--- config.mk ---
export PLATFORM = sky130hd
export DESIGN_NAME = pcm_tdm_port_datapath
export DESIGN_NICKNAME = d
export VERILOG_FILES = /design/src/logic/pcm_pkg.sv /design/src/logic/pcm_tdm_port_datapath.sv
export SDC_FILE = /design/constraint.sdc
export NUM_CORES = 1
export LEC_CHECK = 0
export ABC_CLOCK_PERIOD_IN_PS = 8100
export BUFFER_PORTS_ARGS = -buffer_cell sky130_fd_sc_hd__buf_2
export CORE_MARGIN = 3
export CORE_UTILIZATION = 60
export DETAILED_ROUTE_END_ITERATION = 10
export GPL_ROUTABILITY_DRIVEN = 0
export PLACE_DENSITY = 0.8
export SYNTH_ARGS = -nofsm -noshare
export SYNTH_HDL_FRONTEND = slang
export SYNTH_SLANG_ARGS = --single-unit
--- constraint.sdc ---
create_clock -name clock -period 8.1 [get_ports clock]
set_input_delay 0.81 -clock clock [delete_from_list [all_inputs] [get_ports clock]]
set_output_delay 0.81 -clock clock [all_outputs]
set_load 0.005 [all_outputs]
--- src/logic/pcm_pkg.sv ---
// Shared types and constants of the serial audio port datapath.
// Assumes one system clock; the bit clock and frame clock arrive as pins.
package pcm_pkg;

  // ----------------------------------------------------------------
  // Sizes and counts
  // ----------------------------------------------------------------
  localparam int WORD_W = 32;
  localparam int SENSE_W = 16;
  localparam int SLOT_BITS = 8;
  localparam int SLOT_SHIFT = 3;
  localparam int FIFO_DEPTH = 8;
  localparam int N_TYPES = 7;
  localparam int RATIO_W = 10;

  // Transmit word type indexes.
  localparam int TY_VOLT = 0;
  localparam int TY_CURR = 1;
  localparam int TY_DSP = 2;
  localparam int TY_ATTN = 3;
  localparam int TY_VBAT = 4;
  localparam int TY_SUPPLY = 5;
  localparam int TY_STATUS = 6;

  // Reset values of the link state.
  localparam logic [RATIO_W-1:0] BIT_RESET = 10'h000;
  localparam logic [1:0] SKIP_RESET = 2'h0;

  // ----------------------------------------------------------------
  // Types
  // ----------------------------------------------------------------
  typedef enum logic [2:0] {
    FMT_I2S, FMT_LEFT, FMT_TDM0, FMT_TDM1, FMT_TDM2
  } pcm_format_t;

  typedef enum logic [1:0] {WS16, WS24, WS32} word_size_t;

  typedef struct packed {
    logic thermal_warn_begin;
    logic thermal_warn_end;
    logic foldback_begin;
    logic foldback_end;
    logic headroom_active_end;
    logic headroom_active_begin;
    logic speaker_overcurrent;
    logic powerup_done;
  } status_byte_t;

  typedef struct packed {
    logic [15:0] voltage_sense_word;
    logic [15:0] current_sense_word;
    logic [31:0] dsp_monitor_word;
    logic [15:0] headroom_attenuation_word;
    logic [15:0] battery_voltage_word;
    logic [15:0] supply_voltage_word;
    status_byte_t status;
  } tx_words_t;

  typedef struct packed {
    logic [N_TYPES-1:0] enable;
    logic [N_TYPES-1:0][5:0] slot;
  } tx_config_t;

  // Drive controls: 1 selects high impedance, 0 selects zero code.
  typedef struct packed {
    pcm_format_t format;
    logic frame_edge_select;
    logic bit_clock_edge_select;
    word_size_t channel_word_size;
    logic [RATIO_W-1:0] clock_ratio_select;
    logic [3:0] playback_source;
    logic rx_enable;
    logic tx_enable;
    logic idle_slot_drive;
    logic extra_bit_drive;
    logic sense_interleave_mode;
  } port_config_t;

endpackage

--- src/logic/pcm_tdm_port_datapath.sv ---
// Serial audio port datapath: frame timing, playback channel pick, transmit slots.
// Assumes the host drives bit clock and frame clock; both are sampled here.
`timescale 1ns/1ps

// ------------------------------------------------------------------
// Synchronous FIFO
// ------------------------------------------------------------------
module pcm_word_fifo #(
  parameter int WIDTH = 32,
  parameter int DEPTH = 8
) (
  // Clock and reset
  input wire logic clock,
  input wire logic resetn,
  // Fill side
  input wire logic in_valid,
  output logic in_ready,
  input wire logic [WIDTH-1:0] in_data,
  // Drain side
  output logic out_valid,
  input wire logic out_ready,
  output logic [WIDTH-1:0] out_data
);
  localparam int AW = $clog2(DEPTH);

  typedef struct packed {
    logic [AW:0] wr;
    logic [AW:0] rd;
  } fifo_state_t;

  fifo_state_t s_q, s_d;
  logic [WIDTH-1:0] mem [DEPTH];
  logic push, pop;

  assign in_ready = (s_q.wr[AW] == s_q.rd[AW]) || (s_q.wr[AW-1:0] != s_q.rd[AW-1:0]);
  assign out_valid = s_q.wr != s_q.rd;
  assign out_data = mem[s_q.rd[AW-1:0]];
  assign push = in_valid && in_ready;
  assign pop = out_valid && out_ready;

  always_comb begin
    s_d = s_q;
    if (push) begin
      s_d.wr = s_q.wr + 1'b1;
    end
    if (pop) begin
      s_d.rd = s_q.rd + 1'b1;
    end
  end

  always_ff @(posedge clock or negedge resetn) begin
    if (!resetn) begin
      s_q <= '0;
    end else begin
      s_q <= s_d;
    end
  end

  always_ff @(posedge clock) begin
    if (push) begin
      mem[s_q.wr[AW-1:0]] <= in_data;
    end
  end
endmodule

// ------------------------------------------------------------------
// Port datapath
// ------------------------------------------------------------------
module pcm_tdm_port_datapath (
  // Clock and reset
  input wire logic clock,
  input wire logic resetn,
  // Serial pins
  input wire logic bit_clock_in,
  input wire logic frame_clock_in,
  input wire logic serial_data_in,
  output logic serial_data_out,
  output logic serial_data_oe,
  // Configuration and transmit sources
  input wire pcm_pkg::port_config_t cfg,
  input wire pcm_pkg::tx_config_t tx_cfg,
  input wire pcm_pkg::tx_words_t tx_words,
  // Playback stream
  output logic [pcm_pkg::WORD_W-1:0] playback_data,
  output logic playback_valid,
  input wire logic playback_ready,
  output logic rx_overflow
);
  import pcm_pkg::*;

  typedef struct packed {
    logic bclk_s1, bclk_s2, bclk_s3;
    logic fclk_s1, fclk_s2, fclk_s3;
    logic din_s1, din_s2;
    logic running;
    logic [1:0] skip;
    logic [RATIO_W-1:0] bit_pos;
    logic [RATIO_W-1:0] ch_bit;
    logic [3:0] ch_idx;
    logic [WORD_W-1:0] rx_shift;
    logic odd_frame;
    tx_words_t snap;
    logic [SENSE_W-1:0] curr_hold;
    logic dout, dout_en;
    logic pend_valid;
    logic [WORD_W-1:0] pend_data;
    logic play_valid;
    logic [WORD_W-1:0] play_data;
    logic overflow;
  } port_state_t;

  port_state_t s_q, s_d;
  logic fifo_in_ready, fifo_out_valid;
  logic [WORD_W-1:0] fifo_out_data;

  // ----------------------------------------------------------------
  // Helpers
  // ----------------------------------------------------------------
  function automatic logic [5:0] word_bits(input word_size_t ws);
    unique case (ws)
      WS16: word_bits = 6'h10;
      WS24: word_bits = 6'h18;
      default: word_bits = 6'h20;
    endcase
  endfunction

  function automatic logic is_tdm(input pcm_format_t f);
    is_tdm = (f == FMT_TDM0) || (f == FMT_TDM1) || (f == FMT_TDM2);
  endfunction

  // Edges to skip after sync before the first bit is latched.
  function automatic logic [1:0] latch_skip(input pcm_format_t f);
    unique case (f)
      FMT_I2S, FMT_TDM1: latch_skip = 2'h1;
      FMT_TDM2: latch_skip = 2'h2;
      default: latch_skip = 2'h0;
    endcase
  endfunction

  function automatic logic [RATIO_W-1:0] channel_len(input port_config_t c);
    if (is_tdm(c.format)) begin
      channel_len = {4'h0, word_bits(c.channel_word_size)};
    end else begin
      channel_len = {1'b0, c.clock_ratio_select[RATIO_W-1:1]};
    end
  endfunction

  // Word of a type, MSB aligned to bit 31, with its width in bits.
  function automatic logic [37:0] type_word(input int k, input tx_words_t w);
    unique case (k)
      TY_VOLT: type_word = {6'h10, w.voltage_sense_word, 16'h0000};
      TY_CURR: type_word = {6'h10, w.current_sense_word, 16'h0000};
      TY_DSP: type_word = {6'h20, w.dsp_monitor_word};
      TY_ATTN: type_word = {6'h10, w.headroom_attenuation_word, 16'h0000};
      TY_VBAT: type_word = {6'h10, w.battery_voltage_word, 16'h0000};
      TY_SUPPLY: type_word = {6'h10, w.supply_voltage_word, 16'h0000};
      default: type_word = {6'h08, w.status, 24'h000000};
    endcase
  endfunction

  // Returns {drive, value} for the bit at the given frame or channel position.
  function automatic logic [1:0] tx_bit(input port_config_t c, input tx_config_t t, input tx_words_t w,
                                        input logic [15:0] curr, input logic odd,
                                        input logic [RATIO_W-1:0] pos, input logic [RATIO_W-1:0] chb,
                                        input logic [3:0] chi);
    logic tdm, shared, inter, hit, pad, val;
    logic [37:0] tw;
    logic [31:0] word;
    int rel, width, limit;
    tdm = is_tdm(c.format);
    shared = t.enable[TY_VOLT] && t.enable[TY_CURR] && (t.slot[TY_VOLT] == t.slot[TY_CURR]);
    inter = shared && c.sense_interleave_mode;
    hit = 1'b0;
    pad = 1'b0;
    val = 1'b0;
    for (int k = 0; k < N_TYPES; k++) begin
      tw = type_word(k, w);
      word = tw[31:0];
      width = int'(tw[37:32]);
      if (inter && k == TY_VOLT) begin
        word = odd ? {1'b1, curr[15:1], 16'h0000} : {1'b0, w.voltage_sense_word[15:1], 16'h0000};
      end
      if (tdm) begin
        rel = int'(pos) - int'(t.slot[k]) * SLOT_BITS;
        limit = width;
      end else begin
        rel = (t.slot[k][0] == chi[0] && chi[3:1] == 3'h0) ? int'(chb) : -1;
        limit = (width < int'(word_bits(c.channel_word_size))) ? width : int'(word_bits(c.channel_word_size));
      end
      if (shared && !inter && k == TY_CURR) begin
        rel = rel - SENSE_W;
      end
      if (t.enable[k] && !(inter && k == TY_CURR) && (tdm || k <= TY_DSP) && rel >= 0) begin
        if (rel < limit && !hit) begin
          hit = 1'b1;
          val = word[31 - rel];
        end else if (!tdm || inter) begin
          pad = 1'b1;
        end
      end
    end
    if (!c.tx_enable) begin
      tx_bit = 2'b00;
    end else if (hit) begin
      tx_bit = {1'b1, val};
    end else if (pad) begin
      tx_bit = {!c.extra_bit_drive, 1'b0};
    end else begin
      tx_bit = {!c.idle_slot_drive, 1'b0};
    end
  endfunction

  // ----------------------------------------------------------------
  // Playback buffer
  // ----------------------------------------------------------------
  pcm_word_fifo #(
    .WIDTH(WORD_W),
    .DEPTH(FIFO_DEPTH)
  ) playback_fifo (
    .clock(clock),
    .resetn(resetn),
    .in_valid(s_q.pend_valid),
    .in_ready(fifo_in_ready),
    .in_data(s_q.pend_data),
    .out_valid(fifo_out_valid),
    .out_ready(!s_q.play_valid || playback_ready),
    .out_data(fifo_out_data)
  );

  // ----------------------------------------------------------------
  // Link logic
  // ----------------------------------------------------------------
  always_comb begin
    logic active_edge, frame_edge, frame_start, tdm, emit;
    logic [1:0] txb;
    logic [RATIO_W-1:0] clen;
    logic [5:0] wbits;
    logic [WORD_W-1:0] aligned;
    s_d = s_q;
    tdm = is_tdm(cfg.format);
    clen = channel_len(cfg);
    wbits = word_bits(cfg.channel_word_size);
    aligned = '0;
    emit = 1'b0;
    txb = 2'b00;
    if (fifo_in_ready) begin
      s_d.pend_valid = 1'b0;
    end
    s_d.bclk_s1 = bit_clock_in;
    s_d.bclk_s2 = s_q.bclk_s1;
    s_d.bclk_s3 = s_q.bclk_s2;
    s_d.fclk_s1 = frame_clock_in;
    s_d.fclk_s2 = s_q.fclk_s1;
    s_d.fclk_s3 = s_q.fclk_s2;
    s_d.din_s1 = serial_data_in;
    s_d.din_s2 = s_q.din_s1;
    active_edge = (s_q.bclk_s2 != s_q.bclk_s3) && (s_q.bclk_s2 == !cfg.bit_clock_edge_select);
    frame_edge = s_q.fclk_s2 != s_q.fclk_s3;
    frame_start = frame_edge && (tdm ? (s_q.fclk_s2 != cfg.frame_edge_select)
                                     : (s_q.fclk_s2 == cfg.frame_edge_select));

    // Received bits shift on the active edge; the sync edge lines up counters, takes the transmit words and sets the output bit.
    if (active_edge && s_q.running) begin
      emit = 1'b1;
      if (s_q.skip != 2'h0) begin
        s_d.skip = s_q.skip - 2'h1;
      end else begin
        if (s_q.ch_bit < {4'h0, wbits}) begin
          s_d.rx_shift = {s_q.rx_shift[WORD_W-2:0], s_q.din_s2};
        end
        s_d.bit_pos = s_q.bit_pos + 1'b1;
        if (s_q.ch_bit == clen - 1'b1) begin
          aligned = s_d.rx_shift << (6'h20 - wbits);
          if (s_q.ch_idx == cfg.playback_source) begin
            if (s_q.pend_valid && !fifo_in_ready) begin
              s_d.overflow = 1'b1;
            end
            s_d.pend_data = cfg.rx_enable ? aligned : '0;
            s_d.pend_valid = 1'b1;
          end
          s_d.ch_bit = '0;
          s_d.ch_idx = s_q.ch_idx + 4'h1;
          if (!tdm) begin
            s_d.running = 1'b0;
          end
        end else begin
          s_d.ch_bit = s_q.ch_bit + 1'b1;
        end
        if (s_q.bit_pos == cfg.clock_ratio_select - 1'b1) begin
          s_d.running = 1'b0;
        end
      end
    end
    // Each channel edge in two-channel formats restarts the channel count.
    if (frame_start || (frame_edge && !tdm)) begin
      emit = 1'b1;
      s_d.running = 1'b1;
      s_d.skip = latch_skip(cfg.format);
      s_d.ch_bit = '0;
      s_d.ch_idx = frame_start ? 4'h0 : 4'h1;
      s_d.bit_pos = frame_start ? BIT_RESET : {1'b0, cfg.clock_ratio_select[RATIO_W-1:1]};
    end
    if (frame_start) begin
      s_d.odd_frame = cfg.sense_interleave_mode && !s_q.odd_frame;
      s_d.snap = tx_words;
      if (!s_d.odd_frame) begin
        s_d.curr_hold = tx_words.current_sense_word;
      end
    end

    // Present the bit that the next active edge samples.
    if (emit) begin
      if (s_d.running && s_d.skip == 2'h0 && (s_d.bit_pos >> SLOT_SHIFT) < (cfg.clock_ratio_select >> SLOT_SHIFT)) begin
        txb = tx_bit(cfg, tx_cfg, s_d.snap, s_d.curr_hold, s_d.odd_frame, s_d.bit_pos, s_d.ch_bit, s_d.ch_idx);
      end else if (cfg.tx_enable) begin
        txb = {!cfg.idle_slot_drive, 1'b0};
      end
      s_d.dout_en = txb[1];
      s_d.dout = txb[0];
    end

    if (!s_q.play_valid || playback_ready) begin
      s_d.play_valid = fifo_out_valid;
      s_d.play_data = fifo_out_valid ? fifo_out_data : s_q.play_data;
    end
  end

  always_ff @(posedge clock or negedge resetn) begin
    if (!resetn) begin
      s_q <= '0;
    end else begin
      s_q <= s_d;
    end
  end

  assign serial_data_out = s_q.dout;
  assign serial_data_oe = s_q.dout_en;
  assign playback_data = s_q.play_data;
  assign playback_valid = s_q.play_valid;
  assign rx_overflow = s_q.overflow;
endmodule

Word-level counts from Yosys, hierarchy flattened. Memories as Yosys holds them, arrays and structs flattened. A register that Yosys moved wholly into a read port is not among the register bits. Cells that the tools add are included.

Eq/ne operators: 23. Mux-type cells: 212. Reductions and logical operators: 71. Order comparisons: 30. Bitwise operators: 2. Shift-type cells: 1. $add $sub $neg: 24.

Operators with widths (number): $mux W32 (53); $mux W38 (14); $ge A32 B1 Y1 const B (7); $lt A32 B32 Y1 (7); $lt A32 B7 Y1 const B (7); $sub A6 B32 Y32 const A (7); $mux W137 (1); $mux W33 (4); $mux W6 (17); $mux W1 (100); $sub A10 B9 Y11 (7); $mux W59 (1); $mux W56 (1); $lt A6 B6 Y1 (7); $logic_and A1 B1 Y1 (39); $bmux W1 S5 (7); $shl A32 B6 Y32 (1); $sub A32 B6 Y32 const B (1); $mux W27 (1); $add A10 B1 Y10 const B (2); $eq A10 B10 Y1 (2); $sub A10 B1 Y10 const B (2); $mux W9 (2); $mux W16 (1); other kinds (29) (72).

Memories: 1. Output and inout bits: 36. Register bits: 249. Input bits: 201. Bits in writable memories: 256.

Memory list: playback_fifo.mem (depth 8, bits a word 32, read ports 1, clocked after memory_dff 1, wr ports 1, line pcm_tdm_port_datapath.sv:32) `logic [WIDTH-1:0] mem [DEPTH];`.

Logic depth before layout (Yosys ltp).
Word-level depth: 66. Gate-level depth with buffers: 37.

Modules after synthesis. Synthesis repeated with hierarchy kept, for this count alone.

Cells, all modules: 2633. Area total of the unflattened synthesis: 28762.6 µm².

Modules (own cells, without submodules): pcm_tdm_port_datapath (times used 1, sequential area each 6806.5 µm², cells each 2204, area each 18397.6 µm²); pcm_word_fifo (times used 1, sequential area each 7887.6 µm², cells each 429, area each 10364.9 µm²).

Least setup slack after synthesis. No wires, ideal clock.

Kind: input -> register. Start: input port cfg[24] in the netlist's numbering. End: register s_q, in the netlist serial_data_oe. Setup slack: -0.493 ns. Data arrival time: 8.500 ns. Library setup time: 0.094 ns. Stages on the path: 36. Cell sequence: buf_6 > nor2b_4 > buf_2 > nor2_2 > clkbuf_1 > clkbuf_1 > clkbuf_1 > clkbuf_1 > clkbuf_1 > buf_1 > nand2_1 > ha_1 > and4_1 > a211o_1 > a2111oi_4 > nand4_1 > or4_4 > buf_6 > and4_4 > nor2_1 > nand2_1 > o22ai_1 > ha_1 > buf_1 > nand2_1 > ha_1 > nor4_1 > nand3_1 > nor4b_1 > mux2_4 > a311oi_2 > a211oi_2 > mux2i_1 > and2_4 > o2111a_1 > a211oi_1.

Longest elaborated chain between the ends: 61. Elaborated cells between the ends (all ways): 204. Classes of those cells: 9 x add/sub; 15 x order compare; 11 x eq/ne; 126 x mux; 43 x reduce/logical.

Ends and longest elaborated chain: start, declared (line pcm_tdm_port_datapath.sv:80) `input wire pcm_pkg::port_config_t cfg,`; parallel branches: the longest is 61 deep, another holds $sub A10 B1 Y10; end signal, assigned (line pcm_tdm_port_datapath.sv:330) `s_q <= '0;`; end signal, assigned (line pcm_tdm_port_datapath.sv:332) `s_q <= s_d;`; end, declared (line pcm_tdm_port_datapath.sv:112) `port_state_t s_q, s_d;`.

Several ways; the timed one is not identified. The select of a mux whose other input is x is not followed. A chain may end at the register's enable or synchronous reset.

Worst setup path in the final report.
Start: register s_q[263] in the netlist's numbering. End: register s_q, in the netlist serial_data_oe.

Longest elaborated chain between the ends: 55. Elaborated cells between the ends (all ways): 156. Classes of those cells: 9 x add/sub; 15 x order compare; 7 x eq/ne; 94 x mux; 31 x reduce/logical.

Ends and longest elaborated chain: $reduce_bool A2 Y1 (line pcm_tdm_port_datapath.sv:265) `if (s_q.skip != 2'h0) begin`; $mux W56 (line pcm_tdm_port_datapath.sv:265); $mux W59 (*) (line pcm_tdm_port_datapath.sv:263) `if (active_edge && s_q.running) begin`; $mux W27 (*) (line pcm_tdm_port_datapath.sv:295) `if (frame_start || (frame_edge && !tdm)) begin`; parallel branches: the longest is 50 deep, another holds $sub A32 B6 Y32; $mux W2 (*) (line pcm_tdm_port_datapath.sv:313) `if (s_d.running && s_d.skip == 2'h0 && (s_d.bit_pos >> SLOT_SHIFT) < (cfg.clock_ratio_select >> SLOT_SHIFT)) b ...`.

Mark *: on every way between the ends. The select of a mux whose other input is x is not followed.

==> summary.txt <==
Synth
  • Syn Inst Count: ~2,600
  • Synth top area cells: edfxtp_1 (27%), dfrtp_1 (25%), nand2_1 (7.5%)
  • Yosys top cell by area: edfxtp_1
  • Register area share after synthesis: 0.519
  • Synth cell types: just over 100
  • Synth Register Bits: 536
  • Post-Syn Area: 0.0283 mm2
  • Yosys synthesis warning count: 0
  • Mean Syn Cell Area: about 11 um2
  • Post-synth EDFFs: about 260
  • Ys async rst share: 0.522
  • Top cells by count, synth: nand2_1 (565), dfrtp_1 (280), edfxtp_1 (256), o21ai_0 (152), nor2_1 (125)
  • Most used flip-flop cell after synthesis: dfrtp_1
  • Count leader, synth: nand2_1
  • Synth top area share: 0.272

Worst hold path
  • Hold crit path type: in2async

STA
  • Min Tclk post-route: around 7300 ps
  • Max-slew violation count: 0
  • Clock Skew: between 20 and 30 ps
  • Max_slew headroom: 0.240
  • Count of final hold-check violations: 0
  • Setup violators final: 0
  • F_max: 0.136 GHz
  • RSZ-0062 raised after global routing: no
  • Slew @ Worst Pin: around 1100 ps
  • Setup TNS: 0 ps
  • Fin crit share: 0.907

CTS
  • Clk root buf: clkbuf_16
  • Sinks on Clock Net: 536
  • Total CTS buffers: between 50 and 60
  • Cts hold-fix bufs: 0
  • Max Buffers Root-to-Sink: 3
  • TritonCTS clock tree: built
  • Post-CTS setup buffer count: 0
  • Clock transition at the registers of the reported paths: approximately 60 ps
  • H-tree depth: 2
  • Post_cts resized: 0
  • Worst-Skew Late Latency: approximately 610 ps

Power
  • Leak pwr: about 14 nW
  • Design Power: ~0.0081 W
  • Pwr Density: approximately 260 mW/mm2
  • Worst VDD drop: between 0.6 and 0.7 mV

Place
  • Port Buf Inserts: around 240
  • Dpl hpwl: around 52 mm
  • Placed insts: 3,326
  • Area post-placement: 0.0298 mm2

Run status
  • Status: complete, no violations

Finish
  • Area growth, synth to finish: 12.0%
  • Final Non-Filler Cells: 3,424
  • Final Instance Area: ~0.032 mm2
  • Fillers: roughly 3,300
  • Share of post-route cells with drive strength above 1: 0.188
  • Diodes inserted: 0
  • Final core utilization: 0.689
  • Nets: 3,064

Floorplan
  • Row count: 78
  • IO Pins: 237
  • Core area: ~0.046 mm2
  • Die ar.: roughly 0.05 mm2
  • Initial Util: 0.615
  • Die width: 223 um
  • Die height: about 220 um

Worst setup path
  • Startpoint Class: register
  • R2R Setup Slk: ~750 ps
  • Reg-to-Reg Start: s_q[263]
  • CP Capture Type: register
  • R2R cell count: 29
  • R2r endpoint: serial_data_oe
  • Peak per-stage delay on the critical path: ~560 ps
  • Critical path class: reg2reg
  • End of the critical path: serial_data_oe
  • Critical Path RT: 8600 ps
  • WP data arrival: a little under 8000 ps
  • Beginning of the critical path: s_q[263]
  • Critical Path Fanout Max: 6
  • CP max stage cell: a211oi_1

Global route
  • Vias in the first global route: approximately 22,000
  • All-layer global routing usage: 0.306
  • Initial antenna violation count: 2
  • Largest net degree at the start of global routing: approximately 170
  • Grt total ovfl: 0
  • First-pass GRT wire length: 120 mm

Drt
  • Vias per cell: ~6.3
  • DRT antenna net count: 0
  • DR pass1 iterations: 8
  • DR iter-0 viols: 2,250
  • Drt drc: 0
  • DR WL/cell: roughly 23 um
  • Drt total wl: 77.1 mm
  • Via count: 21,600

Flow run
  • Maxcap violations: 0
-- power breakdown --
group | switching, W | total [W] | internal [W] | leakage (nW)
Sequential | 0.000162 | 0.00328 | 0.00312 | 5.78
Clock | 0.00105 | 0.00260 | 0.00155 | 0.898
Combinational | 0.00131 | 0.00222 | 0.000910 | 6.83
Total | 0.00252 | 0.00810 | 0.00557 | 13.5
-- cells in the final DEF (no fill, tap or decap), drive strengths merged, types with 9 or more instances in the layout --
cell type | netlist | routed
o21ai | 155 | 155
a211o | 9 | 9
buf | 79 | 274
a211oi | 12 | 12
mux4 | 64 | 64
and3 | 20 | 20
o22ai | 14 | 14
nor3 | 39 | 39
nor2 | 126 | 126
mux2 | 51 | 51
clkbuf | 95 | 72
o31ai | 14 | 14
a21o | 28 | 28
clkinv | 1 | 12
and4 | 11 | 11
edfxtp | 256 | 256
nand2b | 23 | 23
a21oi | 78 | 78
mux2i | 112 | 112
o211ai | 30 | 30
xnor2 | 47 | 47
nand3 | 44 | 44
ha | 76 | 76
nor4 | 14 | 14
nand4 | 30 | 30
inv | 87 | 89
o21a | 12 | 12
nor2b | 16 | 16
or3 | 11 | 11
dfrtp | 280 | 280
xor2 | 39 | 39
conb | 2 | 10
nand2 | 567 | 567
a31oi | 22 | 22
-- kinds of logic after synthesis --
family | Yosys count | synth area share
flops | 536 | 0.519
buf+inv | 262 | 0.0407
xor+xnor | 86 | 0.0266
fa+ha+maj | 83 | 0.0386
mux | 227 | 0.111
compound gates | 469 | 0.112
simple gates | 953 | 0.151
other cells | 2 | 0.000266
-- registers in the layout (all words and copies together) (netlist names) --
register	flops
s_q	231
s_d	5
serial_data_oe	1
playback_data	32
rx_overflow	1
playback_valid	1
playback_fifo.s_q	8
serial_data_out	1
playback_fifo.mem	256
-- stage by stage --
stage / hold WS [ps] / setup WS, ps
finish: 266 / 753
global route: 311 / 218
CTS: 302 / 835
detailed placement: 336 / 418
global placement: 334 / 644
floorplan: 331 / 82.3
-- per-layer routing --
metal,global-route usage,vias to the layer above,wire length [um]
li1,-,9724,-
met3,0.0483,274,6170
met1,0.393,10500,29500
met4,0.132,2,3650
met5,0,-,17
met2,0.520,1099,37700
-- worst min-delay path by stage --
| stage | from | endpoint | slack (ps) | cells after the start |
|---|---|---|---|---|
| after detailed placement | s_d[271] | s_d[270] | 340 | 0 |
| after global routing | bit_clock_in | s_d[271] | 310 | 1 |
| final | resetn | playback_data[14] | 270 | 1 |
| after CTS | resetn | playback_data[21] | 300 | 1 |
| after global placement | s_d[271] | s_d[270] | 330 | 0 |
| after floorplan | s_d[268] | s_d[267] | 330 | 0 |
-- area by class of cell --
cell class / instances / area (um2) / share of cell area
flip-flops and latches: 536 / 14700 / 0.464
multi-input cells: 1828 / 12500 / 0.396
repair buffers: 274 / 1490 / 0.0470
clock buffers: 72 / 1490 / 0.0470
well taps: 600 / 751 / 0.0237
clock inverters: 26 / 378 / 0.0119
inverters: 88 / 330 / 0.0104
-- worst max-delay path: cells and delay by family, from the launching register on --
family                   cells  cell delay, ps
AO/OA/AOI/OAI               11            2460
multiplexers                 1             200
XOR/XNOR                     2             360
AND/OR/NAND/NOR             11            2860
flip-flops                   1             420
adder cells (fa/ha/maj)      3             890
buffers and inverters        1              60
Note: power is estimated with default switching activity, not from simulation.
